===== src/sme_pkg.sv =====
// Shared constants for management-mode entry, save and resume
package sme_pkg;
    localparam logic [31:0] BASE_RESET = 32'h0003_0000;
    localparam logic [31:0] SAVE_OFS = 32'h0000_fe00;
    localparam logic [31:0] ENTRY_OFS = 32'h0000_8000;
    localparam int SAVE_BYTES = 512;
    localparam int WORD_BYTES = 4;
    localparam int SAVE_WORDS = SAVE_BYTES / WORD_BYTES;
    localparam int IDX_W = 7;
    localparam logic [IDX_W-1:0] IDX_LAST = 7'h7f;
    localparam logic [IDX_W-1:0] IDX_RESTART = 7'h32;
    localparam logic [IDX_W-1:0] IDX_REVISION = 7'h3f;
    localparam logic [IDX_W-1:0] IDX_BASE = 7'h40;
    localparam int REV_RELOC_BIT = 17;
    // Arbitrary revision code; bit for relocation is forced on top
    localparam logic [31:0] REV_ID_CODE = 32'h0000_0001;
    localparam int SEL_SHIFT = 4;
    localparam int REAL_ADDR_W = 21;
    localparam logic [REAL_ADDR_W-1:0] REAL_ADDR_MAX = 21'h10ffef;
    localparam longint REGION_DEFAULT = 64'h0000_0000_0001_0000;
    localparam longint REGION_MIN = 64'h0000_0000_0000_8000;
    localparam longint REGION_MAX = 64'h0000_0001_0000_0000;
    localparam logic [31:0] BACKED_BYTES = 32'h0000_8000;
endpackage : sme_pkg


===== src/sme_link_if.sv =====
// Link between processor management control and system logic
interface sme_link_if;
    logic mgmt_interrupt;
    logic system_mgmt_mode;
    logic mem_req;
    logic mem_we;
    logic [31:0] mem_addr;
    logic [31:0] mem_wdata;
    logic [31:0] mem_rdata;
    logic mem_ack;
    modport core (input mgmt_interrupt, output system_mgmt_mode, output mem_req,
        output mem_we, output mem_addr, output mem_wdata, input mem_rdata, input mem_ack);
    modport sys (output mgmt_interrupt, input system_mgmt_mode, input mem_req,
        input mem_we, input mem_addr, input mem_wdata, output mem_rdata, output mem_ack);
endinterface : sme_link_if


===== src/sme_core_end.sv =====
// Processor end: management-mode entry, state save, resume and addressing
// Overview of operation
// - Reset loads base register with 30000h
// - Save at base+FE00h, fetch at base+8000h
// - Save area is top 512 region bytes
// - Region 64K default, 32K to 4G
// - Entry masks operating-system interrupts and exceptions
// - Resume reloads saved state, leaves mode
// - Revision identifier always sets bit 17
// - Base changes only via resumed image
// - No translation, 16-bit sizes, selector shifted four
// - Without override highest address is 10FFEFh
// - Default base gives code selector 3000h
// - Base stays below 4G, extension off
// - Fault address register never saved or restored
// - System backs top 32K with memory
// - System routes memory by mode entry, exit
// - Restart indicators held one byte each
// - No external flush input pin provided
module sme_core_end #(
    parameter int SAVE_WORDS = sme_pkg::SAVE_WORDS
) (
    input wire logic clk,
    input wire logic nrst,
    input wire logic ce,
    sme_link_if.core link,
    input wire logic instr_boundary,
    input wire logic resume_exec,
    input wire logic [31:0] save_word,
    input wire logic [7:0] io_restart_byte,
    input wire logic [7:0] halt_restart_byte,
    input wire logic [15:0] seg_sel,
    input wire logic [31:0] seg_off,
    input wire logic addr_override,
    output logic [sme_pkg::IDX_W-1:0] save_idx,
    output logic in_mgmt,
    output logic ints_masked,
    output logic xlat_off,
    output logic addr16_default,
    output logic [15:0] cs_selector,
    output logic [31:0] cs_base,
    output logic [31:0] fetch_addr,
    output logic fetch_go,
    output logic [31:0] mgmt_base_address,
    output logic rst_valid,
    output logic [sme_pkg::IDX_W-1:0] rst_idx,
    output logic [31:0] rst_word,
    output logic [7:0] io_restart_flag,
    output logic [7:0] halt_restart_flag,
    output logic [31:0] lin_addr,
    output logic resumed
);
    typedef enum logic [2:0] {
        SME_IDLE,
        SME_SAVE,
        SME_HANDLER,
        SME_RESTORE,
        SME_EXIT
    } sme_state_t;

    sme_state_t state;
    logic [sme_pkg::IDX_W-1:0] idx;
    logic [31:0] pend_base;
    logic mem_req;
    logic mem_we;
    logic [31:0] mem_addr;
    logic [31:0] mem_wdata;
    logic mode_flag;

    // no flush input
    // Only the link and the user ports above exist; no cache flush pin
    wire last_word = (idx == 7'(SAVE_WORDS - 1));
    wire take_irq = link.mgmt_interrupt && instr_boundary && (state == SME_IDLE);
    wire issue = !mem_req && !link.mem_ack;

    wire [31:0] save_area = mgmt_base_address + sme_pkg::SAVE_OFS;
    wire [31:0] word_addr = save_area + {23'h0, idx, 2'h0};

    wire [31:0] rev_word = sme_pkg::REV_ID_CODE | (32'h1 << sme_pkg::REV_RELOC_BIT);

    wire [31:0] restart_word = {16'h0, halt_restart_byte, io_restart_byte};

    // fault address not stored
    // Save data: fixed fields at their indices, the rest from the core
    wire [31:0] out_word = (idx == sme_pkg::IDX_REVISION) ? rev_word :
                           (idx == sme_pkg::IDX_BASE) ? mgmt_base_address :
                           (idx == sme_pkg::IDX_RESTART) ? restart_word : save_word;

    wire [31:0] seg_base = {12'h0, seg_sel, 4'h0};
    wire [sme_pkg::REAL_ADDR_W-1:0] real_addr =
        sme_pkg::REAL_ADDR_W'(seg_base) + sme_pkg::REAL_ADDR_W'(seg_off[15:0]);
    wire [31:0] next_lin = addr_override ? (seg_base + seg_off)
                                         : {11'h0, real_addr};

    wire [15:0] next_cs = mgmt_base_address[19:4];

    // Main sequence: recognize, save, handler, restore, exit
    always_ff @(posedge clk or negedge nrst) begin
        if (!nrst) begin
            state <= SME_IDLE;
            idx <= '0;
            mem_req <= 1'b0;
            mem_we <= 1'b0;
            mem_addr <= 32'h0;
            mem_wdata <= 32'h0;
            fetch_go <= 1'b0;
            resumed <= 1'b0;
            rst_valid <= 1'b0;
        end else if (ce) begin
            fetch_go <= 1'b0;
            resumed <= 1'b0;
            rst_valid <= 1'b0;
            unique case (state)
                SME_IDLE: begin
                    if (take_irq) begin
                        state <= SME_SAVE;
                        idx <= '0;
                    end
                end
                SME_SAVE: begin
                    if (issue) begin
                        mem_req <= 1'b1;
                        mem_we <= 1'b1;
                        mem_addr <= word_addr;
                        mem_wdata <= out_word;
                    end else if (mem_req && link.mem_ack) begin
                        mem_req <= 1'b0;
                        if (last_word) begin
                            state <= SME_HANDLER;
                            fetch_go <= 1'b1;
                        end else begin
                            idx <= idx + 7'h1;
                        end
                    end
                end
                SME_HANDLER: begin
                    if (resume_exec) begin
                        state <= SME_RESTORE;
                        idx <= '0;
                    end
                end
                SME_RESTORE: begin
                    if (issue) begin
                        mem_req <= 1'b1;
                        mem_we <= 1'b0;
                        mem_addr <= word_addr;
                    end else if (mem_req && link.mem_ack) begin
                        mem_req <= 1'b0;
                        rst_valid <= 1'b1;
                        if (last_word) begin
                            state <= SME_EXIT;
                        end else begin
                            idx <= idx + 7'h1;
                        end
                    end
                end
                SME_EXIT: begin
                    state <= SME_IDLE;
                    resumed <= 1'b1;
                end
            endcase
        end
    end

    // Restored word, restart bytes and pending base capture
    always_ff @(posedge clk or negedge nrst) begin
        if (!nrst) begin
            rst_idx <= '0;
            rst_word <= 32'h0;
            io_restart_flag <= 8'h0;
            halt_restart_flag <= 8'h0;
            pend_base <= sme_pkg::BASE_RESET;
        end else if (ce && state == SME_RESTORE && mem_req && link.mem_ack) begin
            rst_idx <= idx;
            rst_word <= link.mem_rdata;
            if (idx == sme_pkg::IDX_RESTART) begin
                io_restart_flag <= link.mem_rdata[7:0];
                halt_restart_flag <= link.mem_rdata[15:8];
            end
            if (idx == sme_pkg::IDX_BASE) begin
                pend_base <= link.mem_rdata;
            end
        end
    end

    // Base register, mode flags and code segment
    always_ff @(posedge clk or negedge nrst) begin
        if (!nrst) begin
            mgmt_base_address <= sme_pkg::BASE_RESET;
            mode_flag <= 1'b0;
            ints_masked <= 1'b0;
            cs_selector <= 16'h0;
            cs_base <= 32'h0;
            fetch_addr <= 32'h0;
        end else if (ce) begin
            if (take_irq) begin
                mode_flag <= 1'b1;
                ints_masked <= 1'b1;
                cs_selector <= next_cs;
                cs_base <= mgmt_base_address;
                fetch_addr <= mgmt_base_address + sme_pkg::ENTRY_OFS;
            end
            if (state == SME_EXIT) begin
                mode_flag <= 1'b0;
                ints_masked <= 1'b0;
                mgmt_base_address <= pend_base;
            end
        end
    end

    // Addressing in mode: translation off, 16-bit defaults
    always_ff @(posedge clk or negedge nrst) begin
        if (!nrst) begin
            lin_addr <= 32'h0;
        end else if (ce) begin
            lin_addr <= next_lin;
        end
    end

    assign xlat_off = mode_flag;
    assign addr16_default = mode_flag;
    assign in_mgmt = mode_flag;
    assign save_idx = idx;
    assign link.system_mgmt_mode = mode_flag;
    assign link.mem_req = mem_req;
    assign link.mem_we = mem_we;
    assign link.mem_addr = mem_addr;
    assign link.mem_wdata = mem_wdata;
endmodule : sme_core_end


===== src/flat_wrapper.sv =====
// flat-port wrapper written by rule: the top's interface ports become plain ports
module sme_core_end_flat 
#(
    parameter int SAVE_WORDS = sme_pkg::SAVE_WORDS
)
  (clk, nrst, ce, instr_boundary, resume_exec, save_word, io_restart_byte, halt_restart_byte, seg_sel, seg_off, addr_override, save_idx, in_mgmt, ints_masked, xlat_off, addr16_default, cs_selector, cs_base, fetch_addr, fetch_go, mgmt_base_address, rst_valid, rst_idx, rst_word, io_restart_flag, halt_restart_flag, lin_addr, resumed, link_mgmt_interrupt, link_system_mgmt_mode, link_mem_req, link_mem_we, link_mem_addr, link_mem_wdata, link_mem_rdata, link_mem_ack);
  sme_link_if link_i ();
  input wire logic clk;
  input wire logic nrst;
  input wire logic ce;
  input wire logic instr_boundary;
  input wire logic resume_exec;
  input wire logic [31:0] save_word;
  input wire logic [7:0] io_restart_byte;
  input wire logic [7:0] halt_restart_byte;
  input wire logic [15:0] seg_sel;
  input wire logic [31:0] seg_off;
  input wire logic addr_override;
  output logic [sme_pkg::IDX_W-1:0] save_idx;
  output logic in_mgmt;
  output logic ints_masked;
  output logic xlat_off;
  output logic addr16_default;
  output logic [15:0] cs_selector;
  output logic [31:0] cs_base;
  output logic [31:0] fetch_addr;
  output logic fetch_go;
  output logic [31:0] mgmt_base_address;
  output logic rst_valid;
  output logic [sme_pkg::IDX_W-1:0] rst_idx;
  output logic [31:0] rst_word;
  output logic [7:0] io_restart_flag;
  output logic [7:0] halt_restart_flag;
  output logic [31:0] lin_addr;
  output logic resumed;
  input wire logic [$bits(link_i.mgmt_interrupt)-1:0] link_mgmt_interrupt;
  output wire logic [$bits(link_i.system_mgmt_mode)-1:0] link_system_mgmt_mode;
  output wire logic [$bits(link_i.mem_req)-1:0] link_mem_req;
  output wire logic [$bits(link_i.mem_we)-1:0] link_mem_we;
  output wire logic [$bits(link_i.mem_addr)-1:0] link_mem_addr;
  output wire logic [$bits(link_i.mem_wdata)-1:0] link_mem_wdata;
  input wire logic [$bits(link_i.mem_rdata)-1:0] link_mem_rdata;
  input wire logic [$bits(link_i.mem_ack)-1:0] link_mem_ack;
  assign link_i.mgmt_interrupt = link_mgmt_interrupt;
  assign link_system_mgmt_mode = link_i.system_mgmt_mode;
  assign link_mem_req = link_i.mem_req;
  assign link_mem_we = link_i.mem_we;
  assign link_mem_addr = link_i.mem_addr;
  assign link_mem_wdata = link_i.mem_wdata;
  assign link_i.mem_rdata = link_mem_rdata;
  assign link_i.mem_ack = link_mem_ack;
  sme_core_end #(.SAVE_WORDS(SAVE_WORDS)) u_core (.clk(clk), .nrst(nrst), .ce(ce), .link(link_i), .instr_boundary(instr_boundary), .resume_exec(resume_exec), .save_word(save_word), .io_restart_byte(io_restart_byte), .halt_restart_byte(halt_restart_byte), .seg_sel(seg_sel), .seg_off(seg_off), .addr_override(addr_override), .save_idx(save_idx), .in_mgmt(in_mgmt), .ints_masked(ints_masked), .xlat_off(xlat_off), .addr16_default(addr16_default), .cs_selector(cs_selector), .cs_base(cs_base), .fetch_addr(fetch_addr), .fetch_go(fetch_go), .mgmt_base_address(mgmt_base_address), .rst_valid(rst_valid), .rst_idx(rst_idx), .rst_word(rst_word), .io_restart_flag(io_restart_flag), .halt_restart_flag(halt_restart_flag), .lin_addr(lin_addr), .resumed(resumed));
endmodule

===== config.mk =====
export PLATFORM = sky130hd
export DESIGN_NAME = sme_core_end_flat
export DESIGN_NICKNAME = d
export VERILOG_FILES = /design/src/sme_pkg.sv /design/src/sme_link_if.sv /design/src/sme_core_end.sv /design/src/flat_wrapper.sv
export SDC_FILE = /design/constraint.sdc
export NUM_CORES = 1
export LEC_CHECK = 0
export BUFFER_PORTS_ARGS = -buffer_cell sky130_fd_sc_hd__buf_2
export CAP_MARGIN = 25
export CORE_ASPECT_RATIO = 1.4
export CORE_MARGIN = 10
export CORE_UTILIZATION = 40
export DETAILED_ROUTE_END_ITERATION = 10
export SLEW_MARGIN = 0
export SYNTH_ARGS = -nofsm -noshare
export SYNTH_HDL_FRONTEND = slang
export SYNTH_SLANG_ARGS = --single-unit

===== constraint.sdc =====
create_clock -name clk -period 3.25 [get_ports clk]
set_clock_uncertainty 0.2 [all_clocks]
set_input_delay 0.65 -clock clk [delete_from_list [all_inputs] [get_ports clk]]
set_output_delay 0.65 -clock clk [all_outputs]
set_load 0.01 [all_outputs]

==> flow_summary.json, run 1 <==
{
  "vdd_drop_max_mv": 0.344,
  "clkTransAtPathRegs_ps": 60,
  "start_util_pct": 40.4,
  "path_class": "reg -> reg",
  "fillers": 3104,
  "via_count": 10900,
  "tightest_slew_ps": 737,
  "grt_max_degree": 72,
  "seq_area_mm2": 0.00701,
  "hold_ws_ps": 117,
  "cp-end-kind": "flip-flop",
  "syn_nets": 1428,
  "wl_per_cell_um": 22.7,
  "powerDensity_mw_per_mm2": 547,
  "die_h_um": 236,
  "die_x_um": 175,
  "gp_congestion": 0.905,
  "synth_top_cell_by_area": "dfrtp_1",
  "rows": 79,
  "hp-class": "in -> reg",
  "grt_pass1_wl_um": 72000,
  "port-buffer-count": 415,
  "max_cap_violations": 0,
  "cp_data_required_time_ps": 3470,
  "synth_commonest_cells": "dfrtp_1 (276), nand2_1 (213), mux2_2 (135)",
  "overflow": 0,
  "finalCritPeriodShare_pct": 90.2,
  "core_mm2": 0.0331,
  "syn_to_final_growth_pct": 26.2,
  "antenna_found_initial": 3,
  "multi_input_area_mm2": 0.00575,
  "htree_levels": 1,
  "p_leak_nw": 8.79,
  "cts_buffers": 29,
  "drv_slew": 0,
  "rsz0062_at_grt": "false",
  "cp-start-kind": "flip-flop",
  "dr.pass1.iters": 5,
  "drc": 0,
  "synth.area.top_cells": "dfrtp_1 (52%), mux2_2 (11%), nand2_1 (6.0%)",
  "cts_sinks": 280,
  "finalHoldViolCount": 0,
  "async_reset_ff_share_pct": 100,
  "seq_area_frac_synth_pct": 52.4,
  "maxSlewHeadroom_pct": 50.4,
  "max_freq_mhz": 341,
  "antenna_cells": 0,
  "synth_ff_type": "dfrtp_1",
  "synth_top_cell_area_share_pct": 51.6,
  "cts_root_buffer": "clkbuf_16",
  "cts_tree": "built",
  "drive_gt1_share_pct": 39.9,
  "drt_iter0_drc": 732,
  "status": "finished clean",
  "crit_fanout": 5,
  "clock_latency_ps": 570,
  "setup_violations": 0,
  "netlist_area_mm2": 0.0134,
  "post-route-min-period_ps": 2930,
  "ios": 416,
  "syn_inst": 1259,
  "dp_hpwl_um": 37400,
  "vias_per_cell": 5.13,
  "yosysUniqueCellTypes": 62,
  "antenna_left": 0,
  "yosysMostFrequentCell": "dfrtp_1",
  "grt_pass1_vias": 11400,
  "totalWireLength_um": 48000,
  "setup_tns_ps": 0,
  "clock_path_buffers": 3,
  "syn_avg_cell_area_um2": 10.6,
  "synth_edf_count": 0,
  "worstPathArrival_ps": 3150,
  "dieArea_mm2": 0.0413,
  "ys_seq_elements": 280,
  "grtUsageTotal_pct": 22.6,
  "synth_warnings": 0,
  "final_nets": 1817
}
[area by class of cell]
type	count	area share, %
repair buffers	466	14.9
well taps	445	3.30
clock buffers	42	4.88
multi-input cells	845	34.0
flip-flops and latches	280	41.5
clock inverters	11	0.770
inverters	26	0.578
[layout by cell type (no fill, tap or decap), types with 14 or more instances in the layout]
master / instances
ha_1: 31
nor2_1: 49
nand2_1: 212
xor2_1: 24
mux2_2: 135
buf_4: 46
inv_1: 26
a22o_1: 15
a21o_1: 14
a21oi_1: 54
mux2i_1: 16
buf_2: 414
clkbuf_16: 29
xnor2_1: 43
a22oi_1: 15
dfrtp_1: 276
o21ai_0: 105
nand3_1: 16
[flip-flops by register name, indices dropped and copies added (netlist names), 15 cells and up]
signal                    count
u_core.cs_base               17
u_core.pend_base             32
u_core.link.mem_wdata        32
u_core.lin_addr              32
u_core.link.mem_addr         32
u_core.rst_word              32
u_core.fetch_addr            17
u_core.mgmt_base_address     32
u_core.cs_selector           15
[cell families (layout without fill, tap and decap cells)]
kind of cell | count (synthesis) | in the layout | synth area share [%]
flip-flops | 280 | 280 | 52.4
adder cells (fa/ha/maj) | 33 | 33 | 3.20
buffers and inverters | 134 | 545 | 4.90
AO/OA/AOI/OAI | 251 | 251 | 11.5
AND/OR/NAND/NOR | 343 | 343 | 11.1
XOR/XNOR | 67 | 67 | 4.39
multiplexers | 151 | 151 | 12.6
[routing by layer]
metal | track usage, % | share of wire, % | vias to the layer above
met1 | 23.6 | 36 | 5277
met2 | 42.3 | 54 | 403
met3 | 6.95 | 8.3 | 61
li1 | - | - | 5112
met5 | 0 | 0.083 | -
met4 | 6.33 | 2.3 | 6
[path summary, 6_finish.rpt]
| check | to | from | cells after the start | slack (ps) |
|---|---|---|---|---|
| max | u_core.link.mem_addr[30]$_DFFE_PN0P_ | u_core.mgmt_base_address[2]$_DFFE_PN0P_ | 10 | 320 |
| min | u_core.lin_addr[3]$_DFFE_PN0P_ | seg_off[3] | 2 | 120 |
| max reg2reg | u_core.link.mem_addr[30]$_DFFE_PN0P_ | u_core.mgmt_base_address[2]$_DFFE_PN0P_ | 10 | 320 |
| min reg2reg | u_core.cs_base[24]$_DFFE_PN0P_ | u_core.cs_base[24]$_DFFE_PN0P_ | 2 | 270 |
| max in group asynchronous | u_core.pend_base[17]$_DFFE_PN1P_ | nrst | 3 | 1650 |
| min in group asynchronous | u_core.fetch_addr[15]$_DFFE_PN0P_ | nrst | 2 | 420 |
[critical path: stages (launching register included)]
cell and delay [ps]:
dfrtp_1 370, ha_1 200, inv_1 60, fa_1 400, nor2b_1 120, o21ai_0 170
a2111oi_2 630, o21ai_4 150, nor4_1 250, xnor2_1 170, o21ai_1 80
[where the power goes]
group / internal, mW / switching [mW] / leakage (nW) / total, mW
clock: 1.93 / 1.45 / 0.469 / 3.38
combinational: 0.795 / 0.992 / 4.62 / 1.79
sequential: 3.86 / 0.218 / 3.70 / 4.07
[timing repair]
item / CTS / global route
resized for setup: 0 / 0
hold buffers: 1 / 0
endpoints found under the hold margin: 48 / 0
setup buffers: 0 / 0
[per-stage QoR]
| step | utilization [%] | cell area [um2] | std cells | total power, mW | setup slack [ps] |
|---|---|---|---|---|---|
| after floorplan | - | 13400 | 1259 | 5.03 | 296 |
| after global placement | 48.1 | 15900 | 2061 | 5.93 | 72.6 |
| after detailed placement | 48.1 | 15900 | 2061 | 5.96 | 49.5 |
| after CTS | 51.0 | 16900 | 2115 | 9.37 | 296 |
| after global routing | 51.0 | 16900 | 2115 | 9.68 | 98.2 |
| final | 51.0 | 16900 | 2115 | 9.24 | 318 |
Note: power is estimated with default switching activity, not from simulation.
==> run 2: changes to the inputs <==
Settings changed: CORE_MARGIN 10 to not set, CORE_UTILIZATION 40 to 36.
Clock period 3.25 ns to 3.2 ns, I/O delays scaled along.
==> flow_summary.json, run 2 (synthesized netlist as in run 1, its figures left out) <==
{
  "port-buffer-count": 415,
  "wl_per_cell_um": 20.3,
  "dp_hpwl_um": 33300,
  "final_nets": 1822,
  "hp-class": "in -> reg",
  "worstPathArrival_ps": 3090,
  "ios": 416,
  "grt_pass1_vias": 10800,
  "drc": 0,
  "layout.cells.non_filler": 2145,
  "clock_path_buffers": 3,
  "cp_top_family": "simple AND/OR/NAND/NOR gates",
  "crit_chain": "ha_1 > or4_4 > or4_4 > o21ai_0 > buf_4 > a21oi_1 > xnor2_1 > o21ai_0",
  "final_common_cell": "buf_2",
  "fillers": 3505,
  "critical-path-max-stage-delay_ps": 480,
  "dr.pass1.iters": 5,
  "gp_congestion": 0.931,
  "via_count": 10800,
  "syn_to_final_growth_pct": 27.6,
  "core_mm2": 0.0367,
  "crit_fanout": 8,
  "die_x_um": 165,
  "p_leak_nw": 8.86,
  "p_comb_share_pct": 18.9,
  "clock_latency_ps": 560,
  "grtUsageTotal_pct": 22.7,
  "drt_iter0_drc": 623,
  "crit_path_top_delay_cell": "dfrtp_1",
  "clkTransAtPathRegs_ps": 60,
  "overflow": 0,
  "drive_gt1_share_pct": 40.5,
  "max_cap_violations": 0,
  "htree_levels": 1,
  "p_clk_share_pct": 37.6,
  "post-route-min-period_ps": 2880,
  "setup_ws_ps": 316,
  "cp-end-kind": "flip-flop",
  "p_sw_mw": 2.70,
  "totalWireLength_um": 43600,
  "place_inst": 2087,
  "cts_root_buffer": "clkbuf_16",
  "finalHoldViolCount": 0,
  "cp_data_required_time_ps": 3410,
  "hold_ws_ps": 114,
  "critical_path_buf_inv_count": 1,
  "setup_violations": 0,
  "drv_slew": 0,
  "vdd_drop_max_mv": 0.415,
  "mostFrequentLayoutCells": "buf_2 (414), dfrtp_1 (276), nand2_1 (212)",
  "max_freq_mhz": 347,
  "rows": 83,
  "tightest_slew_ps": 712,
  "cts_tree": "built",
  "antenna_found_initial": 0,
  "die_h_um": 230,
  "seq_power_share_pct": 43.5,
  "antenna_left": 0,
  "dp_slack_ps": -12.7,
  "vias_per_cell": 5.05,
  "powerDensity_mw_per_mm2": 557,
  "p_int_mw": 6.81,
  "rsz0062_at_grt": "false",
  "cts_sinks": 280,
  "cts_buffers": 30,
  "maxSlewHeadroom_pct": 52.5,
  "status": "finished clean",
  "cp-start-kind": "flip-flop",
  "grt_max_degree": 77,
  "dieArea_mm2": 0.0380,
  "grt_pass1_wl_um": 64700,
  "start_util_pct": 36.5,
  "path_class": "reg -> reg",
  "finalCritPeriodShare_pct": 90.1,
  "p_sw_share_pct": 28.4
}
run 2: final cells by class:
cell class,count,area (um2),area share [%]
diodes,1,2.50,0.0147
clock buffers,36,825,4.83
clock inverters,20,193,1.13
inverters,26,97.6,0.571
multi-input cells,845,5760,33.7
flip-flops and latches,280,7010,41.1
well taps,467,584,3.42
repair buffers,470,2600,15.2
run 2: worst paths after layout:
path | cells past startpoint | endpoint | slack, ps | start
worst min register to register | 2 | u_core.cs_base[28]$_DFFE_PN0P_ | 270 | u_core.cs_base[28]$_DFFE_PN0P_
min in group asynchronous | 2 | u_core.link.mem_wdata[27]$_DFFE_PN0P_ | 390 | nrst
worst max-delay path | 8 | u_core.link.mem_addr[27]$_DFFE_PN0P_ | 320 | u_core.save_idx[6]$_DFFE_PN0P_
worst min-delay path | 2 | u_core.lin_addr[1]$_DFFE_PN0P_ | 110 | seg_off[1]
max in group asynchronous | 4 | u_core.io_restart_flag[2]$_DFFE_PN0P_ | 1470 | nrst
worst max register to register | 8 | u_core.link.mem_addr[27]$_DFFE_PN0P_ | 320 | u_core.save_idx[6]$_DFFE_PN0P_
run 2: power by group through the flow:
stage,registers [mW],clock network [mW],logic [mW]
finish,4.14,3.57,1.80
CTS,4.14,3.67,1.82
global route,4.18,3.79,1.96
floorplan,4.37,0,0.738
detailed placement,4.20,0,1.82
global placement,4.18,0,1.79
run 2: per-stage QoR:
| step | instance area (um2) | power [mW] | util [%] | TNS (ps) |
|---|---|---|---|---|
| 6_report | 17100 | 9.51 | 46.6 | 0 |
| 5_1_grt | 17100 | 9.94 | 46.6 | 0 |
| 4_1_cts | 17100 | 9.63 | 46.5 | 0 |
| 3_5_place_dp | 16000 | 6.02 | 43.7 | -14.7 |
| 3_3_place_gp | 16000 | 5.97 | 43.7 | 0 |
| 2_1_floorplan | 13400 | 5.11 | - | 0 |
run 2: layer usage:
metal,routed length [um],up-vias,track usage [%]
li1,-,5106,-
met2,23500,421,42.7
met5,0,-,0
met3,2830,64,4.51
met1,15800,5246,24.3
met4,1520,0,9.00
run 2: what timing repair did:
| item | 4_1_cts | 5_1_grt |
|---|---|---|
| buffers inserted | 0 | 0 |
| endpoints found under the setup margin | 0 | 1 |
| hold buffers | 1 | 0 |
| gates resized for setup | 0 | 1 |
| endpoints found under the hold margin | 52 | 0 |
==> run 3: changes to the inputs <==
Settings changed: RECOVER_POWER set to 100.
==> flow_summary.json, run 3 (synthesized netlist as in run 1, its figures left out) <==
{
  "ios": 416,
  "path_class": "reg -> reg",
  "status": "finished, violations left",
  "powerDensity_mw_per_mm2": 567,
  "drive_gt1_share_pct": 23.2,
  "rr_startpoint": "u_core.save_idx[6]$_DFFE_PN0P_",
  "start_util_pct": 36.5,
  "hp-class": "in -> reg",
  "via_count": 10900,
  "finalCritPeriodShare_pct": 92.9,
  "cts_root_buffer": "clkbuf_16",
  "holdPathStages": 2,
  "gp_congestion": 0.931,
  "clock_path_buffers": 3,
  "rsz0062_at_grt": "false",
  "grtUsageTotal_pct": 22.7,
  "post-cts-setup-buffer-count": 0,
  "htree_levels": 1,
  "core_mm2": 0.0367,
  "cp_top_family": "simple AND/OR/NAND/NOR gates",
  "maxSlewHeadroom_pct": -1.05,
  "overflow": 0,
  "min_to": "u_core.lin_addr[1]$_DFFE_PN0P_",
  "finalHoldViolCount": 0,
  "hp-start": "seg_off[1]",
  "max_cap_violations": 1,
  "clkTransAtPathRegs_ps": 60,
  "setup_tns_ps": 0,
  "failed_checks": "max-capacitance violations, max-slew violations",
  "clock_latency_ps": 560,
  "grt_pass1_vias": 10800,
  "rows": 83,
  "tightest_slew_ps": 1520,
  "syn_to_final_growth_pct": 23.7,
  "vdd_drop_max_mv": 0.414,
  "crit_chain": "ha_1 > or4_4 > or4_1 > o21ai_0 > buf_4 > a21oi_1 > xnor2_1 > o21ai_0",
  "top_layer": "met4",
  "cpMostUsedCell": "o21ai_0",
  "crit_path_top_delay_cell": "or4_1",
  "dieArea_mm2": 0.0380,
  "r2r_end": "u_core.link.mem_addr[27]$_DFFE_PN0P_",
  "crit_fanout": 8,
  "r2r_cells": 8,
  "antenna_found_initial": 0,
  "hold_ws_ps": 114,
  "drc": 0,
  "multi_input_area_mm2": 0.00574,
  "cts_sinks": 280,
  "antenna_left": 0,
  "max_freq_mhz": 337,
  "grt_pass1_wl_um": 64700,
  "wl_met1_um": 15900,
  "vias_per_cell": 5.09,
  "ff2ff_setup_slack_ps": 230,
  "port-buffer-count": 415,
  "dp_hpwl_um": 33300,
  "cp-start-kind": "flip-flop",
  "fillers": 3665,
  "cp-end-kind": "flip-flop",
  "setup_violations": 0,
  "final_nets": 1822,
  "drv_slew": 55,
  "totalWireLength_um": 43800,
  "cp_data_required_time_ps": 3380,
  "cts_tree": "built",
  "cts_buffers": 30,
  "p_leak_nw": 7.72,
  "seq_area_mm2": 0.00701,
  "mostFrequentLayoutCells": "clkbuf_1 (285), dfrtp_1 (276), nand2_1 (212)",
  "critical-path-max-stage-delay_ps": 490,
  "wl_per_cell_um": 20.4,
  "die_x_um": 165,
  "worstPathArrival_ps": 3160,
  "path_depth": 8,
  "grt_max_degree": 77,
  "drt_iter0_drc": 590,
  "post-route-min-period_ps": 2970,
  "critical_path_buf_inv_count": 1,
  "routed-wl-met2_um": 23400,
  "wl_met3_um": 2840,
  "die_h_um": 230,
  "dr.pass1.iters": 6,
  "final_common_cell": "clkbuf_1"
}
run 3: layout make-up:
type,instances,share of cell area (%)
Antenna cell,1,0.0151
Clock buffer,36,4.98
Clock inverter,20,1.16
Inverter,26,0.589
Multi-Input combinational cell,845,34.7
Sequential cell,280,42.3
Tap cell,467,3.53
Timing Repair Buffer,470,12.7
run 3: worst max path at each step:
stage / from / end / slack, ps
2_1_floorplan: seg_sel[0] / u_core.lin_addr[28]$_DFFE_PN0P_ / 260
3_3_place_gp: seg_sel[0] / u_core.lin_addr[28]$_DFFE_PN0P_ / 80
3_5_place_dp: seg_sel[0] / u_core.lin_addr[30]$_DFFE_PN0P_ / -10
4_1_cts: u_core.mgmt_base_address[2]$_DFFE_PN0P_ / u_core.link.mem_addr[30]$_DFFE_PN0P_ / 210
5_1_grt: ce / u_core.lin_addr[20]$_DFFE_PN0P_ / 70
6_report: u_core.save_idx[6]$_DFFE_PN0P_ / u_core.link.mem_addr[27]$_DFFE_PN0P_ / 230
run 3: per-layer routing:
layer  up-vias  global-route usage [%]
met5         -                       0
met4         0                    9.00
met3        73                    4.51
met2       432                    42.7
met1      5290                    24.3
li1       5116                       -
run 3: timing repair:
action | in CTS | in global routing
endpoints found under the setup margin | 0 | 1
endpoints found under the hold margin | 52 | 0
hold buffers | 1 | 0
resized for setup | 0 | 1
run 3: report_power, final:
part	switching, mW	leakage [nW]	internal [mW]
clock network	1.49	0.500	2.08
registers	0.230	3.70	3.92
logic	0.990	3.52	0.689
run 3: metrics by stage:
step                      cell area (um2)  power (mW)  utilization [%]  cells  setup WS, ps
after CTS                           17100        9.63             46.5   2144           206
final                               16600        9.39             45.2   2145           228
after global placement              16000        5.97             43.7   2087          75.8
after global routing                16600        9.83             45.2   2144          66.0
after floorplan                     13400        5.11                -   1259           256
after detailed placement            16000        6.02             43.7   2087         -12.7
